`src/psw_pkg.sv`:
```
package psw_pkg;
    // Nibble addresses of the status word
    localparam logic [11:0] ADDR_LO = 12'hfb0;
    localparam logic [11:0] ADDR_HI = 12'hfb1;
    // Low nibble bit positions
    localparam int BIT_REG_BANK_EN = 0;
    localparam int BIT_MEM_BANK_EN = 1;
    localparam int BIT_INT_LVL_LO  = 2;
    localparam int BIT_INT_LVL_HI  = 3;
    // High nibble bit positions
    localparam int BIT_SKIP_0 = 0;
    localparam int BIT_SKIP_1 = 1;
    localparam int BIT_SKIP_2 = 2;
    localparam int BIT_CARRY  = 3;
    // Vector word bit positions
    localparam int VEC_BIT_REG_BANK_EN = 6;
    localparam int VEC_BIT_MEM_BANK_EN = 7;
    // Reset values
    localparam logic [1:0] INT_LEVEL_RST = 2'h0;
    localparam logic [2:0] SKIP_RST      = 3'h0;
    // Access width codes
    localparam logic [1:0] ACC_BIT    = 2'h0;
    localparam logic [1:0] ACC_NIBBLE = 2'h1;
    localparam logic [1:0] ACC_BYTE   = 2'h2;
    // Interrupt levels
    localparam logic [1:0] LVL_ALL  = 2'h0;
    localparam logic [1:0] LVL_HIGH = 2'h1;
    localparam logic [1:0] LVL_NONE = 2'h2;
    // Carry operations
    typedef enum logic [3:0] {
        C_NONE  = 4'h0,
        C_SET   = 4'h1,
        C_CLR   = 4'h2,
        C_INV   = 4'h3,
        C_ARITH = 4'h4,
        C_LOAD  = 4'h5,
        C_AND   = 4'h6,
        C_OR    = 4'h7,
        C_XOR   = 4'h8
    } carry_op_t;
endpackage

```
`src/psw_int_gate.sv`:
```
`timescale 1ns/100ps
module psw_int_gate (
    input  wire logic [1:0] level_i,
    input  wire logic       req_i,
    input  wire logic       req_high_i,
    output logic            allow_o,
    output logic [1:0]      next_level_o
);
    // Gate requests by the current nesting level
    always_comb begin
        unique case (level_i)
            psw_pkg::LVL_ALL:  allow_o = req_i;
            psw_pkg::LVL_HIGH: allow_o = req_i & req_high_i;
            default:           allow_o = 1'b0;   // Level 2 and undefined 3 block
        endcase
        // Saturate so raising the level never enters the undefined pattern
        next_level_o = (level_i >= psw_pkg::LVL_NONE) ? psw_pkg::LVL_NONE
                                                       : level_i + 2'h1;
    end
endmodule // psw_int_gate

```
`src/psw_bank_sel.sv`:
```
`timescale 1ns/100ps
module psw_bank_sel (
    input  wire logic       mem_bank_enable_i,
    input  wire logic       reg_bank_enable_i,
    input  wire logic [3:0] mem_bank_select_i,
    input  wire logic [3:0] reg_bank_select_i,
    input  wire logic [7:0] direct_addr_i,
    output logic [3:0]      mem_bank_o,
    output logic [1:0]      reg_bank_o
);
    // Restricted mode: low half maps to bank 0, high half to bank 15
    always_comb begin
        if (mem_bank_enable_i) begin
            mem_bank_o = mem_bank_select_i;
        end else begin
            mem_bank_o = direct_addr_i[7] ? 4'hf : 4'h0;
        end
        reg_bank_o = reg_bank_enable_i ? reg_bank_select_i[1:0] : 2'h0;
    end
endmodule // psw_bank_sel

```
`src/program_status_word.sv`:
```
`timescale 1ns/100ps
// Notes on behaviour
// - Eight bits at two nibble addresses
// - Bit, nibble writes; byte reads; always reachable
// - Push on call or interrupt, restore after
// - Reset clears levels, skips; banks from vector
// - Level gates interrupt servicing
// - Entry pushes level, raises it; return restores
// - Memory bank enable restricts data addressing
// - Register bank enable picks working bank
// - Register bank enable from vector bit 6
// - Memory bank enable from vector bit 7
// - Register bank enable at low bit zero
// - Skip flags automatic, byte read only
// - Arithmetic carry reflects overflow or borrow
// - Carry retained across reset
// - Carry changed only by listed operations
// - Set, clear, invert, test-and-skip carry
// - Carry to or from memory bit
// - AND, OR, XOR bit into carry
// - Interrupt pushes and restores carry
module program_status_word (
    input  wire logic                      CLK_I,
    input  wire logic                      SYS_RST_I,
    // Register access from the core
    input  wire logic [11:0]               ADDR_I,
    input  wire logic                      RD_I,
    input  wire logic                      WR_I,
    input  wire logic [1:0]                WIDTH_I,
    input  wire logic [1:0]                BIT_SEL_I,
    input  wire logic [3:0]                WDATA_I,
    output logic [7:0]                     RDATA_O,
    output logic                           HIT_O,
    // Vector word loading
    input  wire logic                      VEC_LOAD_I,
    input  wire logic [7:0]                VEC_WORD_I,
    // Stack save and restore
    input  wire logic                      SAVE_I,
    input  wire logic                      SAVE_FULL_I,
    output logic [7:0]                     SAVE_DATA_O,
    input  wire logic                      RESTORE_I,
    input  wire logic                      RESTORE_FULL_I,
    input  wire logic [7:0]                RESTORE_DATA_I,
    // Interrupt gating
    input  wire logic                      INT_REQ_I,
    input  wire logic                      INT_REQ_HIGH_I,
    input  wire logic                      INT_ACCEPT_I,
    output logic                           INT_ALLOW_O,
    // Skip conditions from the execution unit
    input  wire logic                      SKIP_UPDATE_I,
    input  wire logic [2:0]                SKIP_FLAGS_I,
    // Carry operations
    input  wire psw_pkg::carry_op_t        CARRY_OP_I,
    input  wire logic                      ARITH_CARRY_I,
    input  wire logic                      MEM_BIT_I,
    output logic                           CARRY_O,
    output logic                           CARRY_SKIP_O,
    // Bank selection
    input  wire logic [3:0]                MEM_BANK_SELECT_I,
    input  wire logic [3:0]                REG_BANK_SELECT_I,
    input  wire logic [7:0]                DIRECT_ADDR_I,
    output logic [3:0]                     MEM_BANK_O,
    output logic [1:0]                     REG_BANK_O,
    output logic                           MEM_BANK_ENABLE_O,
    output logic                           REG_BANK_ENABLE_O,
    output logic [1:0]                     INT_LEVEL_O
);
    logic [1:0] int_level_ff;
    logic [1:0] nxt_int_level;
    logic       mem_bank_enable_ff;
    logic       nxt_mem_bank_enable;
    logic       reg_bank_enable_ff;
    logic       nxt_reg_bank_enable;
    logic [2:0] skip_ff;
    logic [2:0] nxt_skip;
    logic       carry_ff;
    logic       nxt_carry;
    logic [7:0] rdata_ff;
    logic [7:0] nxt_rdata;
    logic       hit_ff;
    logic       nxt_hit;
    logic [7:0] save_ff;
    logic [7:0] nxt_save;
    logic       sel_lo;
    logic       sel_hi;
    logic [3:0] lo_nib;
    logic [3:0] hi_nib;
    logic [1:0] raised_level;

    // Nibble decode, independent of the memory bank enable
    // address decode
    assign sel_lo = (ADDR_I == psw_pkg::ADDR_LO);
    assign sel_hi = (ADDR_I == psw_pkg::ADDR_HI);

    assign lo_nib = {int_level_ff, mem_bank_enable_ff, reg_bank_enable_ff};
    assign hi_nib = {carry_ff, skip_ff};

    // Level gating and next nesting level
    // level gating
    psw_int_gate u_int_gate (
        .level_i      (int_level_ff),
        .req_i        (INT_REQ_I),
        .req_high_i   (INT_REQ_HIGH_I),
        .allow_o      (INT_ALLOW_O),
        .next_level_o (raised_level)
    );

    psw_bank_sel u_bank_sel (
        .mem_bank_enable_i (mem_bank_enable_ff),
        .reg_bank_enable_i (reg_bank_enable_ff),
        .mem_bank_select_i (MEM_BANK_SELECT_I),
        .reg_bank_select_i (REG_BANK_SELECT_I),
        .direct_addr_i     (DIRECT_ADDR_I),
        .mem_bank_o        (MEM_BANK_O),
        .reg_bank_o        (REG_BANK_O)
    );

    // Low nibble: levels and bank enables
    always_comb begin
        nxt_int_level       = int_level_ff;
        nxt_mem_bank_enable = mem_bank_enable_ff;
        nxt_reg_bank_enable = reg_bank_enable_ff;
        // Software writes; leaves race-free ordering to software
        if (WR_I && sel_lo) begin
            if (WIDTH_I == psw_pkg::ACC_NIBBLE) begin
                // Level bits only; bank enables are bit-addressable
                nxt_int_level = WDATA_I[psw_pkg::BIT_INT_LVL_HI:psw_pkg::BIT_INT_LVL_LO];
            end else if (WIDTH_I == psw_pkg::ACC_BIT) begin
                unique case (BIT_SEL_I)
                    2'h0: nxt_reg_bank_enable = WDATA_I[0];
                    2'h1: nxt_mem_bank_enable = WDATA_I[0];
                    2'h2: nxt_int_level[0]    = WDATA_I[0];
                    2'h3: nxt_int_level[1]    = WDATA_I[0];
                endcase
            end
        end
        if (RESTORE_I) begin
            // A call image carries no level; only an interrupt image restores it
            if (RESTORE_FULL_I) begin
                nxt_int_level = RESTORE_DATA_I[psw_pkg::BIT_INT_LVL_HI:psw_pkg::BIT_INT_LVL_LO];
            end
            nxt_mem_bank_enable = RESTORE_DATA_I[psw_pkg::BIT_MEM_BANK_EN];
            nxt_reg_bank_enable = RESTORE_DATA_I[psw_pkg::BIT_REG_BANK_EN];
        end
        if (INT_ACCEPT_I) begin
            nxt_int_level = raised_level;
        end
        if (VEC_LOAD_I) begin
            nxt_mem_bank_enable = VEC_WORD_I[psw_pkg::VEC_BIT_MEM_BANK_EN];
            nxt_reg_bank_enable = VEC_WORD_I[psw_pkg::VEC_BIT_REG_BANK_EN];
        end
        if (SYS_RST_I) begin
            nxt_int_level = psw_pkg::INT_LEVEL_RST;
        end
    end

    // Bank enables have no constant reset; the vector word supplies them
    always_ff @(posedge CLK_I) begin
        int_level_ff       <= nxt_int_level;
        mem_bank_enable_ff <= nxt_mem_bank_enable;
        reg_bank_enable_ff <= nxt_reg_bank_enable;
    end

    // High nibble: skip flags and carry
    always_comb begin
        nxt_skip  = skip_ff;
        nxt_carry = carry_ff;
        if (SKIP_UPDATE_I) begin
            nxt_skip = SKIP_FLAGS_I;
        end
        unique case (CARRY_OP_I)
            psw_pkg::C_SET:   nxt_carry = 1'b1;
            psw_pkg::C_CLR:   nxt_carry = 1'b0;
            psw_pkg::C_INV:   nxt_carry = ~carry_ff;
            psw_pkg::C_ARITH: nxt_carry = ARITH_CARRY_I;
            psw_pkg::C_LOAD:  nxt_carry = MEM_BIT_I;
            psw_pkg::C_AND:   nxt_carry = carry_ff & MEM_BIT_I;
            psw_pkg::C_OR:    nxt_carry = carry_ff | MEM_BIT_I;
            psw_pkg::C_XOR:   nxt_carry = carry_ff ^ MEM_BIT_I;
            default:          nxt_carry = carry_ff;
        endcase
        if (WR_I && sel_hi && WIDTH_I == psw_pkg::ACC_BIT
            && BIT_SEL_I == 2'(psw_pkg::BIT_CARRY)) begin
            nxt_carry = WDATA_I[0];
        end
        if (RESTORE_I && RESTORE_FULL_I) begin
            nxt_carry = RESTORE_DATA_I[4 + psw_pkg::BIT_CARRY];
        end
        if (SYS_RST_I) begin
            nxt_skip = psw_pkg::SKIP_RST;
        end
    end

    always_ff @(posedge CLK_I) begin
        skip_ff  <= nxt_skip;
        carry_ff <= nxt_carry;
    end

    // Read data; low-address bit and nibble reads return one nibble, high-address reads carry only, low-address byte reads both
    always_comb begin
        nxt_rdata = 8'h00;
        nxt_hit   = 1'b0;
        if (RD_I) begin
            if (WIDTH_I == psw_pkg::ACC_BYTE && sel_lo) begin
                nxt_rdata = {hi_nib, lo_nib};
                nxt_hit   = 1'b1;
            end else if (sel_lo) begin
                nxt_rdata = {4'h0, lo_nib};
                nxt_hit   = 1'b1;
            end else if (sel_hi) begin
                nxt_rdata = {4'h0, carry_ff, 3'h0};
                nxt_hit   = 1'b1;
            end
        end
        if (SYS_RST_I) begin
            nxt_rdata = 8'h00;
            nxt_hit   = 1'b0;
        end
    end

    // Stack image; a call saves only the bank enables
    always_comb begin
        nxt_save = save_ff;
        if (SAVE_I) begin
            nxt_save = SAVE_FULL_I ? {hi_nib, lo_nib}
                                   : {6'h00, mem_bank_enable_ff, reg_bank_enable_ff};
        end
        if (SYS_RST_I) begin
            nxt_save = 8'h00;
        end
    end

    always_ff @(posedge CLK_I) begin
        rdata_ff <= nxt_rdata;
        hit_ff   <= nxt_hit;
        save_ff  <= nxt_save;
    end

    // Outputs
    assign RDATA_O           = rdata_ff;
    assign HIT_O             = hit_ff;
    assign SAVE_DATA_O       = save_ff;
    assign CARRY_O           = carry_ff;
    assign CARRY_SKIP_O      = carry_ff;
    assign MEM_BANK_ENABLE_O = mem_bank_enable_ff;
    assign REG_BANK_ENABLE_O = reg_bank_enable_ff;
    assign INT_LEVEL_O       = int_level_ff;
endmodule // program_status_word

```
`config.mk`:
```
export PLATFORM = sky130hd
export DESIGN_NAME = program_status_word
export DESIGN_NICKNAME = d
export VERILOG_FILES = /design/src/psw_pkg.sv /design/src/psw_int_gate.sv /design/src/psw_bank_sel.sv /design/src/program_status_word.sv
export SDC_FILE = /design/constraint.sdc
export NUM_CORES = 1
export LEC_CHECK = 0
export ABC_AREA = 1
export BUFFER_PORTS_ARGS = -buffer_cell sky130_fd_sc_hd__buf_2
export CAP_MARGIN = 40
export CORE_MARGIN = 1
export CORE_UTILIZATION = 36
export DETAILED_ROUTE_END_ITERATION = 10
export PLACE_DENSITY_LB_ADDON = 0.25
export SYNTH_ARGS = -nofsm -noshare
export SYNTH_HDL_FRONTEND = slang
export SYNTH_SLANG_ARGS = --single-unit
```
`constraint.sdc`:
```
create_clock -name CLK_I -period 1.38 [get_ports CLK_I]
set_input_delay 0.138 -clock CLK_I [delete_from_list [all_inputs] [get_ports CLK_I]]
set_output_delay 0.138 -clock CLK_I [all_outputs]
set_load 0.005 [all_outputs]
```
# ---- After elaboration in Yosys (flattened, before gate mapping)
# Index checks and enable logic that the tools add are counted.
dict set report word_totals {
  regBits 25
  input_bits 74
  output_inout_bits 30
  elab_cells 85
}
dict set report op_classes {
  add_sub_neg 1
  n_lt_le_gt_ge 1
  eq_ne 17
  muxes 35
  bitwise_logic 6
  n_reduce_logical 17
}
# operator n
set op_table {}
lappend op_table {{$eq A12 B12 Y1 const B} 2}
lappend op_table {{$mux W1} 19}
lappend op_table {{$eq A4 B3 Y1 const B} 4}
lappend op_table {{$mux W2} 8}
lappend op_table {{$mux W4} 4}
lappend op_table {{$mux W8} 2}
lappend op_table {{$reduce_bool A3 Y1} 4}
lappend op_table {{$reduce_bool A10 Y1} 1}
lappend op_table {{$eq A4 B2 Y1 const B} 2}
lappend op_table {{$pmux W1 S8} 1}
lappend op_table {{$reduce_and A4 Y1} 2}
lappend op_table {{$eq A2 B1 Y1 const B} 3}
lappend op_table {{$eq A2 B2 Y1 const B} 3}
lappend op_table {{$logic_and A1 B1 Y1} 6}
lappend op_table {{$logic_not A2 Y1} 3}
lappend op_table {{$eq A4 B1 Y1 const B} 1}
lappend op_table {{$eq A4 B4 Y1 const B} 1}
lappend op_table {{$ne A3 B3 Y1 const B} 1}
lappend op_table {{$add A2 B1 Y2 const B} 1}
lappend op_table {{$and A1 B1 Y1} 2}
lappend op_table {{$ge A2 B2 Y1 const B} 1}
lappend op_table {{$not A1 Y1} 2}
lappend op_table {{$pmux W1 S2} 1}
lappend op_table {{$reduce_or A2 Y1} 1}
lappend op_table {{2 further kinds} 2}

# ---- Depth between registers and ports, before layout
# Gate-level depths: netlist of run 1.
dict set report logic_depth {
  ltp_word 8
  depth_mapped 10
  ltp_nobuf 10
}

# ---- Hierarchy
# From an unflattened synthesis of run 1, not the netlist that was laid out.
dict set report unflattened {
  cells_unflattened 213
  area_unflattened_um2 1372.6
}
# mod instances cells_per_inst area_per_inst_um2 seq_area_each_um2
set by_module_without_submodules {}
lappend by_module_without_submodules {program_status_word 1 192 1288.7 530.5}
lappend by_module_without_submodules {psw_bank_sel 1 14 55.1 0.0}
lappend by_module_without_submodules {psw_int_gate 1 7 28.8 0.0}

# ---- Worst setup path before layout of run 1
# OpenSTA, ideal clock, no wires.
dict set report synth_path {
  path_type {reg2reg}
  from {reg carry_ff (netlist: CARRY_O)}
  to {reg carry_ff (netlist: CARRY_O), data pin}
  setup_time_ns 0.253
  arrival_time_ns 1.156
  required_time_ns 1.127
  setup_slack_ns -0.029
  path_stages_with_launch 9
  n_path_buf 0
  synth_period_minus_slack_ns 1.409
  cell_sequence {edfxtp_1 inv_1 ha_1 inv_1 o22ai_1 nor2_1 nand3_2 nand3_1 nand2_1}
}
dict set report synth_between {
  elab_chain_len 4
  word_cells_on_any_way 7
  cone_classes {mux (3); bitwise (4)}
}
# item line
set synth_rtl {}
lappend synth_rtl {{start, declared} program_status_word.sv:76} ;# logic carry_ff;
lappend synth_rtl {{start signal, assigned} program_status_word.sv:196} ;# carry_ff <= nxt_carry;
lappend synth_rtl {{$xor A1 B1 Y1 (tied with other cells)} program_status_word.sv:179} ;# psw_pkg::C_XOR: nxt_carry = carry_ff ^ MEM_BIT_I;
lappend synth_rtl {{$pmux W1 S8 *} program_status_word.sv:171} ;# unique case (CARRY_OP_I)
lappend synth_rtl {{$mux W1 *} program_status_word.sv:182} ;# if (WR_I && sel_hi && WIDTH_I == psw_pkg::ACC_BIT
lappend synth_rtl {{$mux W1 *} program_status_word.sv:186} ;# if (RESTORE_I && RESTORE_FULL_I) begin
lappend synth_rtl {{net nxt_carry} program_status_word.sv:77} ;# logic nxt_carry;
# The timed path passes the listed nets; every way through them passes the cells marked *.
# A chain may end at the register's enable or synchronous reset.

# ---- Worst setup path after layout of run 1
# Ends and elaborated chain as after synthesis.

==> flow_metrics.tcl, run 1 <==
set metrics [dict create \
    avgSynthCellArea_um2 6.88 \
    required_ns 1.40 \
    synth.area.top_cells "dfxtp_1 (31%), nand2_1 (14%), inv_1 (7.7%)" \
    rr_startpoint "CARRY_O" \
    synth_top_area_share_pct 31.1 \
    yosys_warnings 0 \
    ios 104 \
    maxCapViolCount 0 \
    fin_crit_ns 1.39 \
    numCtsBuffers 3 \
    fmaxAchievable_mhz 720 \
    postRouteAntennaNets 0 \
    dpl_worst_slack_ns -0.0379 \
    cts.sinks 25 \
    routedWlPerCell_um 9.83 \
    grt_pass1_wl_um 5530 \
    h-tree-depth 1 \
    drc 0 \
    ys_seq_area_share_pct 37.4 \
    final_cells 348 \
    synth_top_cell_by_area "dfxtp_1" \
    antenna_found_initial 0 \
    first_global_vias 1377 \
    firstDrtPassIters 4 \
    synth_cells 206 \
    insertion_delay_ns 0.26 \
    die_w_um 64.8 \
    cp_max_fo 4 \
    dp.cells 342 \
    cts_tree "done" \
    grtUsageTotal_pct 16.5 \
    final_hold_viol_count 0 \
    cts_hold_buf 0 \
    power_density_nw_per_um2 788 \
    clock-root-buffer "clkbuf_8" \
    core_area_um2 3720 \
    violations "negative setup slack" \
    power_uw 1600 \
    setup_viol 1 \
    vias 1591 \
    layout-drive-gt1-share_pct 41.7 \
    ys_types 31 \
    cts_buffer_depth 2 \
    final_util_pct 54.5 \
    endpoint "CARRY_O" \
    period_share_pct 101 \
    fin_nets 377 \
    initial_core_util_pct 38.1 \
    gp_congestion 0.876 \
    status "finished, violations left" \
    crit_path_end_kind "flip-flop" \
    die_y_um 64.8 \
    crit_type "reg -> reg" \
    wirelength_um 3420 \
    synth-seq-cells 25 \
    worst_pin_slew_ns 0.273 \
    synthFlopType "dfxtp_1" \
    grt_setup_unrepaired "true" \
    synthToLayoutAreaGrowth_pct 42.8 \
    maxSlewViolCount 0 \
    hp-class "in -> reg" \
    tns_ns -0.00794 \
    r2r_slack_ns -0.008 \
    synth_edf_count 3 \
    initialDrtViolationCount 58 \
    post-synth-top-count-cell "nand2_1" \
    fin_skew_ns 0.00207 \
    slew_headroom_pct 81.7 \
    syn_area_um2 1420 \
    fin_ws_ns -0.00794 \
    async_reset_ff_share_pct 0 \
    hpwl_um 2810 \
    fp.dieArea_um2 4190 \
    crit_start "CARRY_O" \
    worstPathArrival_ns 1.41 \
    leakagePower_uw 0.00109 \
    r2r_cells 8 \
    r2r_end "CARRY_O" \
    worstSetupStartpointType "flip-flop" \
    numPortBuffers 84 \
    gr-total-overflow 0 \
    synth_nets 282 \
    core.rowCount 22 \
    synthTopCellsByCount "nand2_1 (54), inv_1 (29), dfxtp_1 (22)" \
    viasPerCell 4.57 \
    grt_max_degree 14 \
    peakVddDrop_mv 0.405 \
    clk_pin_slew_worst_paths_ns 0.08 \
    diodes 0 \
]
==> kinds of logic (layout without fill, tap and decap cells) <==
kind of cell	count (synthesis)	after routing	share of synthesized area (%)
compound gates	28	28	11.4
simple gates	117	117	40.1
flops	25	25	37.4
buf+inv	34	128	9.36
fa+ha+maj	2	2	1.76
==> layer usage <==
metal | up-vias | GRT usage, % | wire (um)
li1 | 843 | - | -
met1 | 694 | 19.9 | 1490
met2 | 50 | 29.7 | 1710
met3 | 4 | 2.64 | 196
met4 | 0 | 5.00 | 24
met5 | - | 0 | 0
==> final cells by class <==
cell class,count,area [um^2]
Multi-Input combinational cell,147,783
Inverter,31,116
Sequential cell,25,532
Tap cell,48,60.1
Timing Repair Buffer,93,488
Fill cell,396,1690
Clock buffer,4,45.0
==> worst min path at each step <==
| stage | startpoint | end | slack, ns | cells after the start |
|---|---|---|---|---|
| floorplan | SAVE_FULL_I | SAVE_DATA_O[4] | 0.30 | 2 |
| global placement | SYS_RST_I | INT_LEVEL_O[0] | 0.41 | 2 |
| detailed placement | SYS_RST_I | INT_LEVEL_O[0] | 0.41 | 2 |
| CTS | SYS_RST_I | INT_LEVEL_O[0] | 0.13 | 2 |
| global route | SYS_RST_I | INT_LEVEL_O[0] | 0.12 | 2 |
| finish | SYS_RST_I | INT_LEVEL_O[0] | 0.13 | 2 |
==> timing repair <==
| item | 4_1_cts | 5_1_grt |
|---|---|---|
| setup endpoints to repair | 1 | 4 |
| pin swaps | 2 | 0 |
| gates resized for setup | 5 | 3 |
| endpoints found under the hold margin | 0 | 0 |
| buffers inserted | 0 | 2 |
==> power breakdown <==
part | switching [uW] | internal [uW]
Sequential | 22.1 | 770
Combinational | 205 | 187
Clock | 204 | 206
==> state kept, by name, summed over array words and instances (netlist names) <==
| register | count |
|---|---|
| REG_BANK_ENABLE_O | 1 |
| MEM_BANK_ENABLE_O | 1 |
| RDATA_O | 8 |
| HIT_O | 1 |
| INT_LEVEL_O | 2 |
| skip_ff | 3 |
| SAVE_DATA_O | 8 |
| CARRY_O | 1 |
==> through the flow <==
stage / cell area, um^2 / hold slack (ns)
6_report: 2020 / 0.126
5_1_grt: 2020 / 0.122
4_1_cts: 2000 / 0.129
3_5_place_dp: 1930 / 0.409
3_3_place_gp: 1930 / 0.408
2_1_floorplan: 1420 / 0.298
==> critical path, cell delays in order, from the launching register on <==
cell and delay (ns):
edfxtp_1 0.45, inv_2 0.11, ha_4 0.19, inv_2 0.05, o22ai_2 0.06, nor2_2 0.12, nand3_2 0.07, nand3_2 0.06
nand2_1 0.05
==> layout by cell type (no fill, tap or decap) <==
master	count
a21o_1	1
a21oi_1	13
a21oi_2	1
a31oi_1	3
buf_2	84
buf_4	9
clkbuf_1	1
clkbuf_8	3
dfxtp_1	21
dfxtp_2	1
edfxtp_1	3
ha_2	1
ha_4	1
inv_1	27
inv_2	4
nand2_1	54
nand2_2	2
nand2_4	2
nand3_1	18
nand3_2	4
nand4_1	2
nor2_1	20
nor2_2	5
nor2_4	3
nor3_1	3
nor3_2	1
nor3_4	1
nor3b_1	1
o211ai_1	1
o21ai_0	6
o21ai_1	1
o22ai_2	1
o31ai_2	1
or2_2	1
Power figures use the tool's default switching activity.
==> run 2: changes to the inputs <==
- CORE_UTILIZATION: 36 -> 43
- MAX_ROUTING_LAYER: not set -> met4
- clock period: 1.38 -> 1.7 ns (I/O delays scaled with it)
==> run 2 against run 1 <==
Against the previous run: via count decreased by 2.2%; sequential share of layout area increased by 1.6 points; global-route usage increased by 4.5 points; first-iteration DRC count increased by 16%; die area decreased by 16%; the run now ends clean; largest cell class unchanged.
==> flow_metrics.tcl, run 2 (synthesized netlist as in run 1, its figures left out) <==
set metrics [dict create \
    numCtsBuffers 3 \
    firstDrtPassIters 7 \
    core.rowCount 20 \
    cts_tree "done" \
    h-tree-depth 1 \
    cts_buffer_depth 2 \
    vias 1556 \
    tns_ns 0 \
    core_area_um2 3080 \
    numPortBuffers 84 \
    status "finished clean" \
    fin_nets 368 \
    power_density_nw_per_um2 634 \
    dr_wl_met2_um 1600 \
    initialDrtViolationCount 67 \
    met1Wirelength_um 1400 \
    die_w_um 59.4 \
    synthToLayoutAreaGrowth_pct 34.4 \
    final_cell_mix "buf_2 (84), nand2_1 (54), inv_1 (29), dfxtp_1 (22), nor2_1 (21)" \
    ios 104 \
    maxCapViolCount 0 \
    hpwl_um 2730 \
    clock-root-buffer "clkbuf_4" \
    top_layer_used "met4" \
    required_ns 1.81 \
    viasPerCell 4.64 \
    ff_latch_area_um2 531 \
    wirelength_um 3260 \
    grt_setup_unrepaired "false" \
    first_global_vias 1374 \
    insertion_delay_ns 0.33 \
    die_y_um 59.4 \
    period_share_pct 89.4 \
    initial_core_util_pct 46.1 \
    slew_headroom_pct 84.1 \
    setup_viol 0 \
    post_cts_resized 0 \
    wl_met3_um 233 \
    dp.cells 331 \
    leakagePower_uw 0.00104 \
    placed_cell_area_um2 1880 \
    final_util_pct 61.9 \
    fin_skew_ns 0.00209 \
    antenna_found_initial 0 \
    cts_setup_buffers 0 \
    grt_max_degree 16 \
    drc 0 \
    cp_max_fo 7 \
    gp_congestion 0.862 \
    multi_input_area_um2 754 \
    hp-class "in -> reg" \
    maxSlewViolCount 0 \
    diodes 0 \
    fin_crit_ns 1.52 \
    cts.sinks 25 \
    final_hold_viol_count 0 \
    routedWlPerCell_um 9.74 \
    fmaxAchievable_mhz 658 \
    peakVddDrop_mv 0.471 \
    layout_commonest_cell "buf_2" \
    crit_type "reg -> reg" \
    grt_pass1_wl_um 5440 \
    fp.dieArea_um2 3530 \
    worst_pin_slew_ns 0.238 \
    grtUsageTotal_pct 21.1 \
    gr-total-overflow 0 \
    postRouteAntennaNets 0 \
    worstSetupStartpointType "flip-flop" \
    crit_path_end_kind "flip-flop" \
    cts_hold_buf 0 \
    clk_pin_slew_worst_paths_ns 0.14 \
    stdcell_area_um2 1910 \
    layout-drive-gt1-share_pct 37.5 \
    final.fill_count 325 \
    final_cells 335 \
    worstPathArrival_ns 1.63 \
]
## run 2: cell types whose count changed in the layout (fill, tap and decap cells not counted), moves of 2 or more
cell	delta
clkbuf_8	-3
clkbuf_4	+3
ha_1	+2
inv_1	+2
buf_4	-9
inv_2	-2
## run 2: final cells by class
| class | instances | area share, % |
|---|---|---|
| clock inverters | 1 | 0.328 |
| well taps | 44 | 2.89 |
| repair buffers | 84 | 22.1 |
| clock buffers | 3 | 1.18 |
| flip-flops and latches | 25 | 27.8 |
| multi-input cells | 147 | 39.6 |
| inverters | 31 | 6.11 |
## run 2: routing by layer
layer,GRT usage (%),vias to the layer above
met5,-,-
met4,5.78,0
met3,5.68,2
met2,36.0,59
met1,24.1,670
li1,-,825
## run 2: through the flow
| stage | hold WS (ns) | worst slack (ns) | power (uW) |
|---|---|---|---|
| after floorplan | 0.330 | 0.291 | 804 |
| after global routing | 0.0899 | 0.0802 | 1290 |
| after detailed placement | 0.445 | 0.195 | 939 |
| final | 0.0815 | 0.181 | 1210 |
| after global placement | 0.436 | 0.220 | 933 |
| after CTS | 0.0763 | 0.175 | 1220 |
## run 2: worst paths after layout
path                   start             end  slack (ns)  cells past startpoint
setup reg to reg     CARRY_O         CARRY_O        0.18                      8
hold reg to reg   skip_ff[2]      RDATA_O[6]        0.47                      2
setup / recovery     CARRY_O         CARRY_O        0.18                      8
hold / removal     SYS_RST_I  INT_LEVEL_O[0]        0.08                      2
## run 2: worst max-delay path, cell delays in order, from the launching register on
cell      delay (ns)
edfxtp_1        0.52
inv_1           0.11
ha_1            0.23
inv_1           0.06
o22ai_1         0.07
nor2_1          0.11
nand3_2         0.08
nand3_1         0.06
nand2_1         0.05
## run 2: power by group
group / internal [uW] / switching (uW)
logic: 126 / 148
registers: 626 / 24.3
clock network: 92.0 / 192
